**src/logic/phyirq_pkg.sv**
```systemverilog
// Summary of operation
// RULE1: Bit 15 of link group flags link quality low, read only, resets zero.
// RULE2: Bit 14 of link group flags a change of detected line energy.
// RULE3: Bit 13 of link group flags any change of link state.
// RULE4: Bit 11 of link group flags an electrostatic discharge fault.
// RULE5: Bit 10 of link group flags completion of link training.
// RULE6: Link group enables in bits 7,6,5,3,2 are writable and reset to zero.
// RULE7: Supply group bit 15 flags undervoltage, bit 14 flags overvoltage.
// RULE8: Supply group bit 11 flags overtemperature.
// RULE9: Supply group bit 10 flags a change of sleep mode state.
// RULE10: Supply group bit 8 flags a state vector not one-hot; no enable.
// RULE11: Supply group enables in bits 7,6,3,2 are writable and reset zero.
// RULE12: Wake group bit 15 flags reception of an acknowledge.
// RULE13: Wake group bit 14 flags clearing of the transmit-valid indication.
// RULE14: Wake group bit 11 flags completion of power-on reset.
// RULE15: Wake group bit 10 flags frame absence.
// RULE16: Wake group bit 9 flags wake request, bit 8 low-power-sleep request.
// RULE17: Wake group enables in bits 7,6,2,1,0 are writable and reset zero.
// RULE18: Wake group power-on-done enable bit 3 resets to one.
// RULE19: Global enable bit in configuration gates all interrupt pin activity; the code lets the force bit assert the pin with it clear.
// RULE20: Pin polarity bit resets to one meaning active low; zero active high.
// RULE21: Force bit asserts the interrupt pin regardless of pending events.
// RULE22: Sticky pin-asserted bit in control, cleared by reading link group.
// RULE23: Pin asserts when a flag and its enable eight bits lower are set.
// RULE24: Each flag latches on its event and clears when its register is read.
package phyirq_pkg;
   // Register indices; the byte address is four times the index
   localparam int IDX_CONTROL = 32'h0000_0010;
   localparam int IDX_CONFIG = 32'h0000_0011;
   localparam int IDX_LINK = 32'h0000_0012;
   localparam int IDX_SUPPLY = 32'h0000_0013;
   localparam int IDX_WAKE = 32'h0000_0018;
   localparam logic [11:0] ADDR_CONTROL = 12'(IDX_CONTROL * 4);
   localparam logic [11:0] ADDR_CONFIG = 12'(IDX_CONFIG * 4);
   localparam logic [11:0] ADDR_LINK = 12'(IDX_LINK * 4);
   localparam logic [11:0] ADDR_SUPPLY = 12'(IDX_SUPPLY * 4);
   localparam logic [11:0] ADDR_WAKE = 12'(IDX_WAKE * 4);
   localparam logic [7:0] EN_MASK_LINK = 8'hec;
   localparam logic [7:0] EN_MASK_SUPPLY = 8'hcc;
   localparam logic [7:0] EN_MASK_WAKE = 8'hcf;
   localparam logic [7:0] EN_RESET_LINK = 8'h00;
   localparam logic [7:0] EN_RESET_SUPPLY = 8'h00;
   localparam logic [7:0] EN_RESET_WAKE = 8'h08;
   localparam logic [7:0] FLAG_MASK_LINK = 8'hec;
   localparam logic [7:0] FLAG_MASK_SUPPLY = 8'hcd;
   localparam logic [7:0] FLAG_MASK_WAKE = 8'hcf;
   localparam int FLAG_LSB = 8;
   localparam int CTRL_PIN_STATUS_BIT = 7;
   localparam int CFG_POLARITY_BIT = 3;
   localparam int CFG_FORCE_BIT = 2;
   localparam int CFG_ENABLE_BIT = 1;
   localparam logic [3:0] CFG_WRITE_MASK = 4'he;
   localparam logic [3:0] CFG_RESET = 4'h8;
   localparam int GROUPS = 3;
   // Event inputs per group, in flag byte order without the unused bits
   typedef struct packed {
      logic link_quality_low;
      logic energy_change;
      logic link_change;
      logic esd_fault;
      logic training_done;
   } phyirq_link_ev_type;
   typedef struct packed {
      logic undervoltage;
      logic overvoltage;
      logic overtemperature;
      logic sleep_change;
      logic not_one_hot;
   } phyirq_supply_ev_type;
   typedef struct packed {
      logic ack_received;
      logic tx_valid_clear;
      logic por_done;
      logic no_frame;
      logic wake_request;
      logic low_power_sleep_request;
   } phyirq_wake_ev_type;
   typedef struct packed {
      logic psel;
      logic penable;
      logic pwrite;
      logic [11:0] paddr;
      logic [31:0] pwdata;
   } phyirq_apb_req_type;
endpackage : phyirq_pkg

```
**src/logic/phyirq_top.sv**
```systemverilog
`timescale 1ns/1ps
module phyirq_top (
   input wire logic clk,
   input wire logic rst,
   input phyirq_pkg::phyirq_apb_req_type apb_req,
   output logic [31:0] prdata,
   output logic pready,
   output logic pslverr,
   input phyirq_pkg::phyirq_link_ev_type link_ev,
   input phyirq_pkg::phyirq_supply_ev_type supply_ev,
   input phyirq_pkg::phyirq_wake_ev_type wake_ev,
   output logic irq_pin
);
   logic [7:0] flag_reg [phyirq_pkg::GROUPS];
   logic [7:0] flag_next [phyirq_pkg::GROUPS];
   logic [7:0] en_reg [phyirq_pkg::GROUPS];
   logic [7:0] en_next [phyirq_pkg::GROUPS];
   logic [3:0] cfg_reg, cfg_next;
   logic pin_sticky_reg, pin_sticky_next;
   logic irq_reg, irq_next;
   logic [31:0] prdata_reg, prdata_next;
   logic pready_reg, pready_next;
   logic pslverr_reg, pslverr_next;
   logic [7:0] ev [phyirq_pkg::GROUPS];
   logic [7:0] fmask [phyirq_pkg::GROUPS];
   logic [7:0] emask [phyirq_pkg::GROUPS];
   logic [7:0] erst [phyirq_pkg::GROUPS];
   logic [11:0] gaddr [phyirq_pkg::GROUPS];
   logic setup, acc_wr, acc_rd, hit, pending, active;

   // Events mapped onto the flag byte positions (bit n is status bit n+8)
   always_comb begin
      // RULE1 RULE2 RULE3 RULE4 RULE5 link events
      ev[0] = {link_ev.link_quality_low, link_ev.energy_change, link_ev.link_change,
               1'b0, link_ev.esd_fault, link_ev.training_done, 2'b00};
      // RULE7 RULE8 RULE9 RULE10 supply events
      ev[1] = {supply_ev.undervoltage, supply_ev.overvoltage, 2'b00,
               supply_ev.overtemperature, supply_ev.sleep_change, 1'b0,
               supply_ev.not_one_hot};
      // RULE12 RULE13 RULE14 RULE15 RULE16 wake events
      ev[2] = {wake_ev.ack_received, wake_ev.tx_valid_clear, 2'b00, wake_ev.por_done,
               wake_ev.no_frame, wake_ev.wake_request, wake_ev.low_power_sleep_request};
      fmask[0] = phyirq_pkg::FLAG_MASK_LINK;
      fmask[1] = phyirq_pkg::FLAG_MASK_SUPPLY;
      fmask[2] = phyirq_pkg::FLAG_MASK_WAKE;
      emask[0] = phyirq_pkg::EN_MASK_LINK;
      emask[1] = phyirq_pkg::EN_MASK_SUPPLY;
      emask[2] = phyirq_pkg::EN_MASK_WAKE;
      erst[0] = phyirq_pkg::EN_RESET_LINK;
      erst[1] = phyirq_pkg::EN_RESET_SUPPLY;
      erst[2] = phyirq_pkg::EN_RESET_WAKE;
      gaddr[0] = phyirq_pkg::ADDR_LINK;
      gaddr[1] = phyirq_pkg::ADDR_SUPPLY;
      gaddr[2] = phyirq_pkg::ADDR_WAKE;
   end

   // APB decode: one wait-free access phase, answer registered
   always_comb begin
      setup = apb_req.psel && !apb_req.penable;
      acc_wr = setup && apb_req.pwrite;
      acc_rd = setup && !apb_req.pwrite;
      hit = (apb_req.paddr == phyirq_pkg::ADDR_CONTROL)
         || (apb_req.paddr == phyirq_pkg::ADDR_CONFIG)
         || (apb_req.paddr == gaddr[0]) || (apb_req.paddr == gaddr[1])
         || (apb_req.paddr == gaddr[2]);
   end

   always_comb begin
      pending = 1'b0;
      for (int g = 0; g < phyirq_pkg::GROUPS; g++) begin
         flag_next[g] = flag_reg[g];
         en_next[g] = en_reg[g];
         // RULE24 clear on read of the group
         if (acc_rd && apb_req.paddr == gaddr[g]) begin
            flag_next[g] = 8'h00;
         end
         // RULE24 latch event, set wins over read clear
         flag_next[g] = (flag_next[g] | ev[g]) & fmask[g];
         // RULE6 RULE11 RULE17 writable enables
         if (acc_wr && apb_req.paddr == gaddr[g]) begin
            en_next[g] = apb_req.pwdata[7:0] & emask[g];
         end
         // RULE23 flag paired with enable eight below
         pending = pending | (|(flag_reg[g] & en_reg[g]));
      end
      cfg_next = cfg_reg;
      if (acc_wr && apb_req.paddr == phyirq_pkg::ADDR_CONFIG) begin
         cfg_next = apb_req.pwdata[3:0] & phyirq_pkg::CFG_WRITE_MASK;
      end
      // RULE19 global enable, RULE21 force
      active = (cfg_reg[phyirq_pkg::CFG_ENABLE_BIT] && pending)
         || cfg_reg[phyirq_pkg::CFG_FORCE_BIT];
      // RULE20 polarity select, one is active low
      irq_next = cfg_reg[phyirq_pkg::CFG_POLARITY_BIT] ? !active : active;
      // RULE22 sticky pin status, set wins over clear
      pin_sticky_next = pin_sticky_reg;
      if (acc_rd && apb_req.paddr == gaddr[0]) begin
         pin_sticky_next = 1'b0;
      end
      if (active) begin
         pin_sticky_next = 1'b1;
      end
   end

   always_comb begin
      prdata_next = 32'h0000_0000;
      pready_next = setup;
      pslverr_next = setup && !hit;
      if (acc_rd) begin
         if (apb_req.paddr == phyirq_pkg::ADDR_CONTROL) begin
            prdata_next[phyirq_pkg::CTRL_PIN_STATUS_BIT] = pin_sticky_reg;
         end
         if (apb_req.paddr == phyirq_pkg::ADDR_CONFIG) begin
            prdata_next[3:0] = cfg_reg;
         end
         for (int g = 0; g < phyirq_pkg::GROUPS; g++) begin
            if (apb_req.paddr == gaddr[g]) begin
               prdata_next[15:0] = {flag_reg[g], en_reg[g]};
            end
         end
      end
   end

   always_ff @(posedge clk) begin
      if (rst) begin
         for (int g = 0; g < phyirq_pkg::GROUPS; g++) begin
            flag_reg[g] <= 8'h00;
         end
         // RULE18 power-on-done enable resets set
         en_reg[0] <= phyirq_pkg::EN_RESET_LINK;
         en_reg[1] <= phyirq_pkg::EN_RESET_SUPPLY;
         en_reg[2] <= phyirq_pkg::EN_RESET_WAKE;
         cfg_reg <= phyirq_pkg::CFG_RESET;
         pin_sticky_reg <= 1'b0;
         irq_reg <= 1'b1;
         prdata_reg <= 32'h0000_0000;
         pready_reg <= 1'b0;
         pslverr_reg <= 1'b0;
      end else begin
         for (int g = 0; g < phyirq_pkg::GROUPS; g++) begin
            flag_reg[g] <= flag_next[g];
            en_reg[g] <= en_next[g];
         end
         cfg_reg <= cfg_next;
         pin_sticky_reg <= pin_sticky_next;
         irq_reg <= irq_next;
         prdata_reg <= prdata_next;
         pready_reg <= pready_next;
         pslverr_reg <= pslverr_next;
      end
   end

   assign prdata = prdata_reg;
   assign pready = pready_reg;
   assign pslverr = pslverr_reg;
   assign irq_pin = irq_reg;
endmodule : phyirq_top
```
**config.mk**
```make
export PLATFORM = sky130hd
export DESIGN_NAME = phyirq_top
export DESIGN_NICKNAME = d
export VERILOG_FILES = /design/src/logic/phyirq_pkg.sv /design/src/logic/phyirq_top.sv
export SDC_FILE = /design/constraint.sdc
export NUM_CORES = 1
export LEC_CHECK = 0
export ABC_AREA = 0
export CAP_MARGIN = 20
export CORE_UTILIZATION = 50
export DETAILED_ROUTE_END_ITERATION = 10
export DONT_BUFFER_PORTS = 1
export PLACE_DENSITY = 0.63
export SYNTH_ARGS = -nofsm -noshare
export SYNTH_HDL_FRONTEND = slang
export SYNTH_SLANG_ARGS = --single-unit
```
**constraint.sdc**
```tcl
create_clock -name clk -period 3.9 [get_ports clk]
set_input_delay 0.39 -clock clk [delete_from_list [all_inputs] [get_ports clk]]
set_output_delay 0.39 -clock clk [all_outputs]
set_load 0.01 [all_outputs]
```
==> results of run 1 <==
-- cell type report --
class / instances / share of cell area, %
Clock inverter: 1 / 0.202
Sequential cell: 52 / 42.1
Multi-Input combinational cell: 199 / 48.7
Inverter: 18 / 2.73
Clock buffer: 6 / 2.93
Tap cell: 67 / 3.39
-- worst max-delay path: stages --
cell	delay, ns
nor3_2	0.50
nand4b_1	0.78
o21ai_0	0.43
a21oi_1	0.10
-- Yosys cell counts, types with 7 or more instances --
cell      instances  area share (%)
o21ai_0          35             7.2
a21oi_1          37             7.6
nor2_1           14             2.1
nand3_1          16             3.3
inv_1            18             2.8
mux2i_1           7             2.9
buf_4            20             6.1
a22oi_1           9             2.8
dfxtp_1          52              43
nand2_1           7             1.1
clkbuf_1         10             1.5
-- path summary, 6_finish.rpt --
path,to,cells past startpoint,slack (ns),start
min reg2reg,flag_reg[0][7],2,0.48,flag_reg[0][7]
max,flag_reg[0][14],4,1.88,apb_req[41]
max reg2reg,irq_pin,4,2.40,flag_reg[0][19]
min,flag_reg[0][10],1,0.15,rst
-- per-layer routing --
layer | GRT usage (%) | vias up | share of wire, %
met5 | 0 | - | 0
met4 | 7.63 | 0 | 2.1
met1 | 32.4 | 930 | 46
met3 | 5.83 | 9 | 5.5
met2 | 37.1 | 75 | 46
li1 | - | 956 | -
-- power breakdown --
group / switching [mW] / total (mW) / internal, mW
Clock: 0.170 / 0.292 / 0.123
Combinational: 0.0273 / 0.0468 / 0.0195
Sequential: 0.0108 / 0.554 / 0.543
-- stage by stage --
stage / setup WS [ns] / util [%] / std cells
finish: 1.88 / 52.4 / 343
global route: 1.65 / 52.4 / 343
global placement: 1.62 / 50.7 / 336
floorplan: 2.24 / - / 301
detailed placement: 1.56 / 50.7 / 336
CTS: 1.89 / 52.4 / 343
-- layout by cell type (no fill, tap or decap), types with 2 or more instances in the layout --
master     n
nand2_1    7
or3_1      2
a21oi_1   37
mux2_2     2
nor4b_1    2
nand2b_1   2
o21ai_0   35
nor3b_1    4
a22oi_1    9
nand3b_1   5
nor3_2     2
conb_1    18
and2_1     4
nand4_1    4
clkbuf_8   5
and4_2     3
mux2i_1    7
nor3_1     5
inv_1     18
nand3_1   16
dfxtp_1   52
nor4b_4    2
nor2b_1    2
nor2_1    14
-- cell families after synthesis --
| group | Yosys count | share of synthesized area, % |
|---|---|---|
| AOI/OAI and AO/OA | 89 | 20.3 |
| buffers and inverters | 50 | 10.8 |
| DFF | 52 | 42.6 |
| muxes | 9 | 3.79 |
| other | 1 | 0.153 |
| and+or+nand+nor | 83 | 22.4 |
==> out/results.ini, run 1 <==
[timing]
setup_tns_ns=0
max_freq_ghz=0.495
fin_crit_sh_pct=51.8
period_needed_ns=2.02
setup-violations-final=0
hold_violations=0
final.setup_skew_ns=0.00796
drv_slew=0
tightest_slew_ns=0.835
whs_ns=0.147
relSlewSlack_pct=44.1
rsz0062_at_grt=false

[floorplan]
fp-row-count=25
floorplan.die_area_sq_mm=0.00518
die_h_um=71.9
initial_core_util_pct=51.8
coreArea_sq_mm=0.00472
io_pins=100
die_w_um=71.9

[logic_synthesis]
ys_seq_elements=52
ys_warn_count=0
syn_inst=284
synthArstFlopShare_pct=0
yosysSeqAreaShare_pct=42.6
synthFlopType=dfxtp_1
synth_cell_types=43
synth-edff-count=0
syn_area_sq_mm=0.00245
avgSynthCellArea_sq_um=8.61

[hold_path]
hold_path.class=in -> reg

[placement]
gp_congestion=0.848
placedInstanceArea_sq_mm=0.00240
dp_hpwl_um=4180
io_buffers=0

[drt]
wire_per_inst_um=17.0
firstDrtPassIters=6
vias=1970
route.detailed.drc=0
drt-initial-drc-count=223
wirelength_um=5840
drt.antenna.violating_nets=0
viasPerCell=5.74

[power_and_ir_drop]
powerDensity_mw_per_mm2=361
p_leak_nw=0.896
ir_worst_vdd_uv=285
p_total_uw=893

[final_layout]
regArea_sq_mm=0.00104
n_antenna_cell=0
areaGrowthSynthToFinish_pct=1.13
fin_area_sq_mm=0.00247
drive_gt1_share_pct=6.88
fillers=467
fin_nets=341
largest_register_ffs=16
multiInputGateArea_sq_mm=0.00120

[clocking]
postCtsHoldBufs=0
post_cts_buffers=0
numCtsBuffers=5
cts-resized-gates=0
clkLatencyLatePin_ns=0.30
clock_sinks=52
clkTransAtPathRegs_ns=0.09
ctsLongestPathBuffers=2
cts_root_buffer=clkbuf_8
cts_tree=done
h-tree-depth=2

[grt]
grt_max_degree=43
grt-ovfl-total=0
grt_pass1_vias=1739
antenna_found_initial=0
grt_pass1_wl_um=9230
grt_use_total_pct=23.7

[run_status]
run_status=finished, final reports clean

[job]
drv_cap=0

[worst_setup_path]
worst-path-max-fanout=22
critPathKind=in -> reg
cp-end-kind=register
required_ns=4.09
arrival_ns=2.21
cp-start-kind=primary input

No activity file was read; power rests on OpenSTA's default activity.
==> inputs of run 2 (changes only) <==
==> constraint.sdc (replaced) <==
create_clock -name clk -period 2.1 [get_ports clk]
set_input_delay 0.21 -clock clk [delete_from_list [all_inputs] [get_ports clk]]
set_output_delay 0.21 -clock clk [all_outputs]
set_load 0.01 [all_outputs]
==> run 2 against run 1 <==
Against the previous run: routed wire length rose by 3.0%; core utilization increased by 2.8 points; total power is 100% higher; combinational power up 140%; via count rose by 2.1%; first-iteration DRC count fell by 9.9%; clock skew is 0.0032 ns lower; largest cell class unchanged; highest routed layer unchanged.
==> out/results.ini, run 2 (synthesis results as in run 1) <==
[run_status]
run_status=finished, final reports clean

[floorplan]
io_pins=100  ; unchanged
coreArea_sq_mm=0.00472  ; unchanged
die_w_um=71.9  ; unchanged
floorplan.die_area_sq_mm=0.00518  ; unchanged
fp-row-count=25  ; unchanged
die_h_um=71.9  ; unchanged
initial_core_util_pct=51.8  ; unchanged

[final_layout]
n_antenna_cell=0  ; unchanged
fin_nets=353  ; +3.5%
layout_common_cells=dfxtp_1 (52), a21oi_1 (37), o21ai_0 (35), inv_1 (18), conb_1 (18)
fillers=446  ; -4.5%
areaGrowthSynthToFinish_pct=6.50
final_common_cell=dfxtp_1
drive_gt1_share_pct=9.76  ; +2.9 points
largest_register_ffs=16  ; unchanged

[worst_setup_path]
reg2reg_from=flag_reg[0][19]
cp-end-kind=register
critPathKind=reg -> reg
worst-r2r-cell-count=4  ; unchanged
worst-path-max-fanout=3  ; -86%
required_ns=2.33  ; -1.76 ns
r2r_slack_ns=0.60  ; -1.80 ns
arrival_ns=1.73  ; -0.48 ns
rr_endpoint=irq_pin
cp-start-kind=register

[timing]
fin_crit_sh_pct=71.6
rsz0062_at_grt=false
whs_ns=0.0170  ; -0.130 ns
relSlewSlack_pct=64.1  ; +20 points
final.setup_skew_ns=0.00475  ; -0.00320 ns
setup-violations-final=0  ; unchanged
period_needed_ns=1.50
tightest_slew_ns=0.536  ; -0.299 ns
setup_tns_ns=0  ; unchanged
drv_slew=0  ; unchanged
hold_violations=0  ; unchanged
max_freq_ghz=0.665

[drt]
drt.antenna.violating_nets=0  ; unchanged
viasPerCell=5.68  ; -1.0%
vias=2012  ; +2.1%
route.detailed.drc=0  ; unchanged
wirelength_um=6020  ; +3.0%
wire_per_inst_um=17.0  ; -0.21%
drt-initial-drc-count=201  ; -9.9%
firstDrtPassIters=5  ; -1

[clocking]
post_cts_buffers=0  ; unchanged
clkLatencyLatePin_ns=0.31  ; about the same
h-tree-depth=2  ; unchanged
numCtsBuffers=5  ; unchanged
cts_root_buffer=clkbuf_8
clock_sinks=52  ; unchanged
ctsLongestPathBuffers=2  ; unchanged
cts_tree=done
clkTransAtPathRegs_ns=0.09  ; about the same
cts-resized-gates=0  ; unchanged

[placement]
dp_hpwl_um=4150  ; -0.75%
io_buffers=0  ; unchanged
gp_congestion=0.853  ; +0.61%

[power_and_ir_drop]
p_leak_nw=0.965  ; +7.7%
powerDensity_mw_per_mm2=691  ; +91%
ir_worst_vdd_uv=378  ; +32%

[grt]
antenna_found_initial=0  ; unchanged
grt_use_total_pct=24.8  ; +1.1 points
grt_max_degree=37  ; -14%
grt-ovfl-total=0  ; unchanged
grt_pass1_vias=1921  ; +10%
grt_pass1_wl_um=9710  ; +5.2%

[hold_path]
worstHoldPathCells=2  ; +1
min_to=flag_reg[0][10]
hold_path.class=in -> reg
min-delay-start=supply_ev[2]

[job]
drv_cap=0  ; unchanged

==> run 2: cell count changes in the layout (fill, tap and decap cells not counted), sizes merged <==
cell and delta:
clkinv -1, clkbuf -1, bufinv +1, buf +9, dlygate4sd3 +3
==> run 2: final cells by class <==
class	instances	area, sq um	share of cell area (%)
tap	67	83.8	3.22
timing repair buffer	12	110	4.23
inverter	18	67.6	2.59
clock buffer	5	68.8	2.64
clock inverter	1	30.0	1.15
multi-input combinational	199	1200	46.2
sequential	52	1040	40.0
==> run 2: report_power, final <==
group | switching [mW] | leakage [nW] | internal, mW
Sequential | 0.0196 | 0.424 | 1.01
Combinational | 0.0643 | 0.491 | 0.0463
Clock | 0.318 | 0.0501 | 0.342
==> run 2: metal layers <==
layer  global-route usage, %  share of wire [%]  vias up
met5                       0                  0        -
met4                    10.5                2.2        0
met3                    5.83                7.0        8
met2                    39.4                 46       99
met1                    32.5                 45      926
li1                        -                  -      979
==> run 2: worst max-delay path by stage <==
stage                    startpoint               to  cells after the start  slack, ns
finish              flag_reg[0][19]          irq_pin                      4       0.60
CTS                 flag_reg[0][19]          irq_pin                      4       0.61
global placement        apb_req[36]        prdata[6]                      4       0.41
floorplan               apb_req[37]  flag_reg[0][14]                      6       0.62
detailed placement      apb_req[36]        prdata[6]                      4       0.40
global route        flag_reg[0][19]          irq_pin                      4       0.51
==> run 2: what timing repair did <==
item                                    4_1_cts  5_1_grt
endpoints found under the setup margin        0        0
endpoints found under the hold margin        36        1
hold buffers                                  3        1
==> run 2: per-stage QoR <==
stage                     std cells  total power, mW  cell area [sq um]  setup slack [ns]  util [%]
after floorplan                 301             1.16               2510             0.617         -
after global placement          344             1.14               2460             0.409      52.0
after detailed placement        344             1.14               2460             0.403      52.0
after CTS                       353             1.81               2590             0.608      54.9
after global routing            354             1.87               2610             0.506      55.2
final                           354             1.80               2610             0.596      55.2
==> run 2: critical path: stages (launching register included) <==
cell     delay, ns
dfxtp_1       0.36
a22oi_1       0.21
nand4_1       0.11
o32ai_1       0.46
mux2i_1       0.28
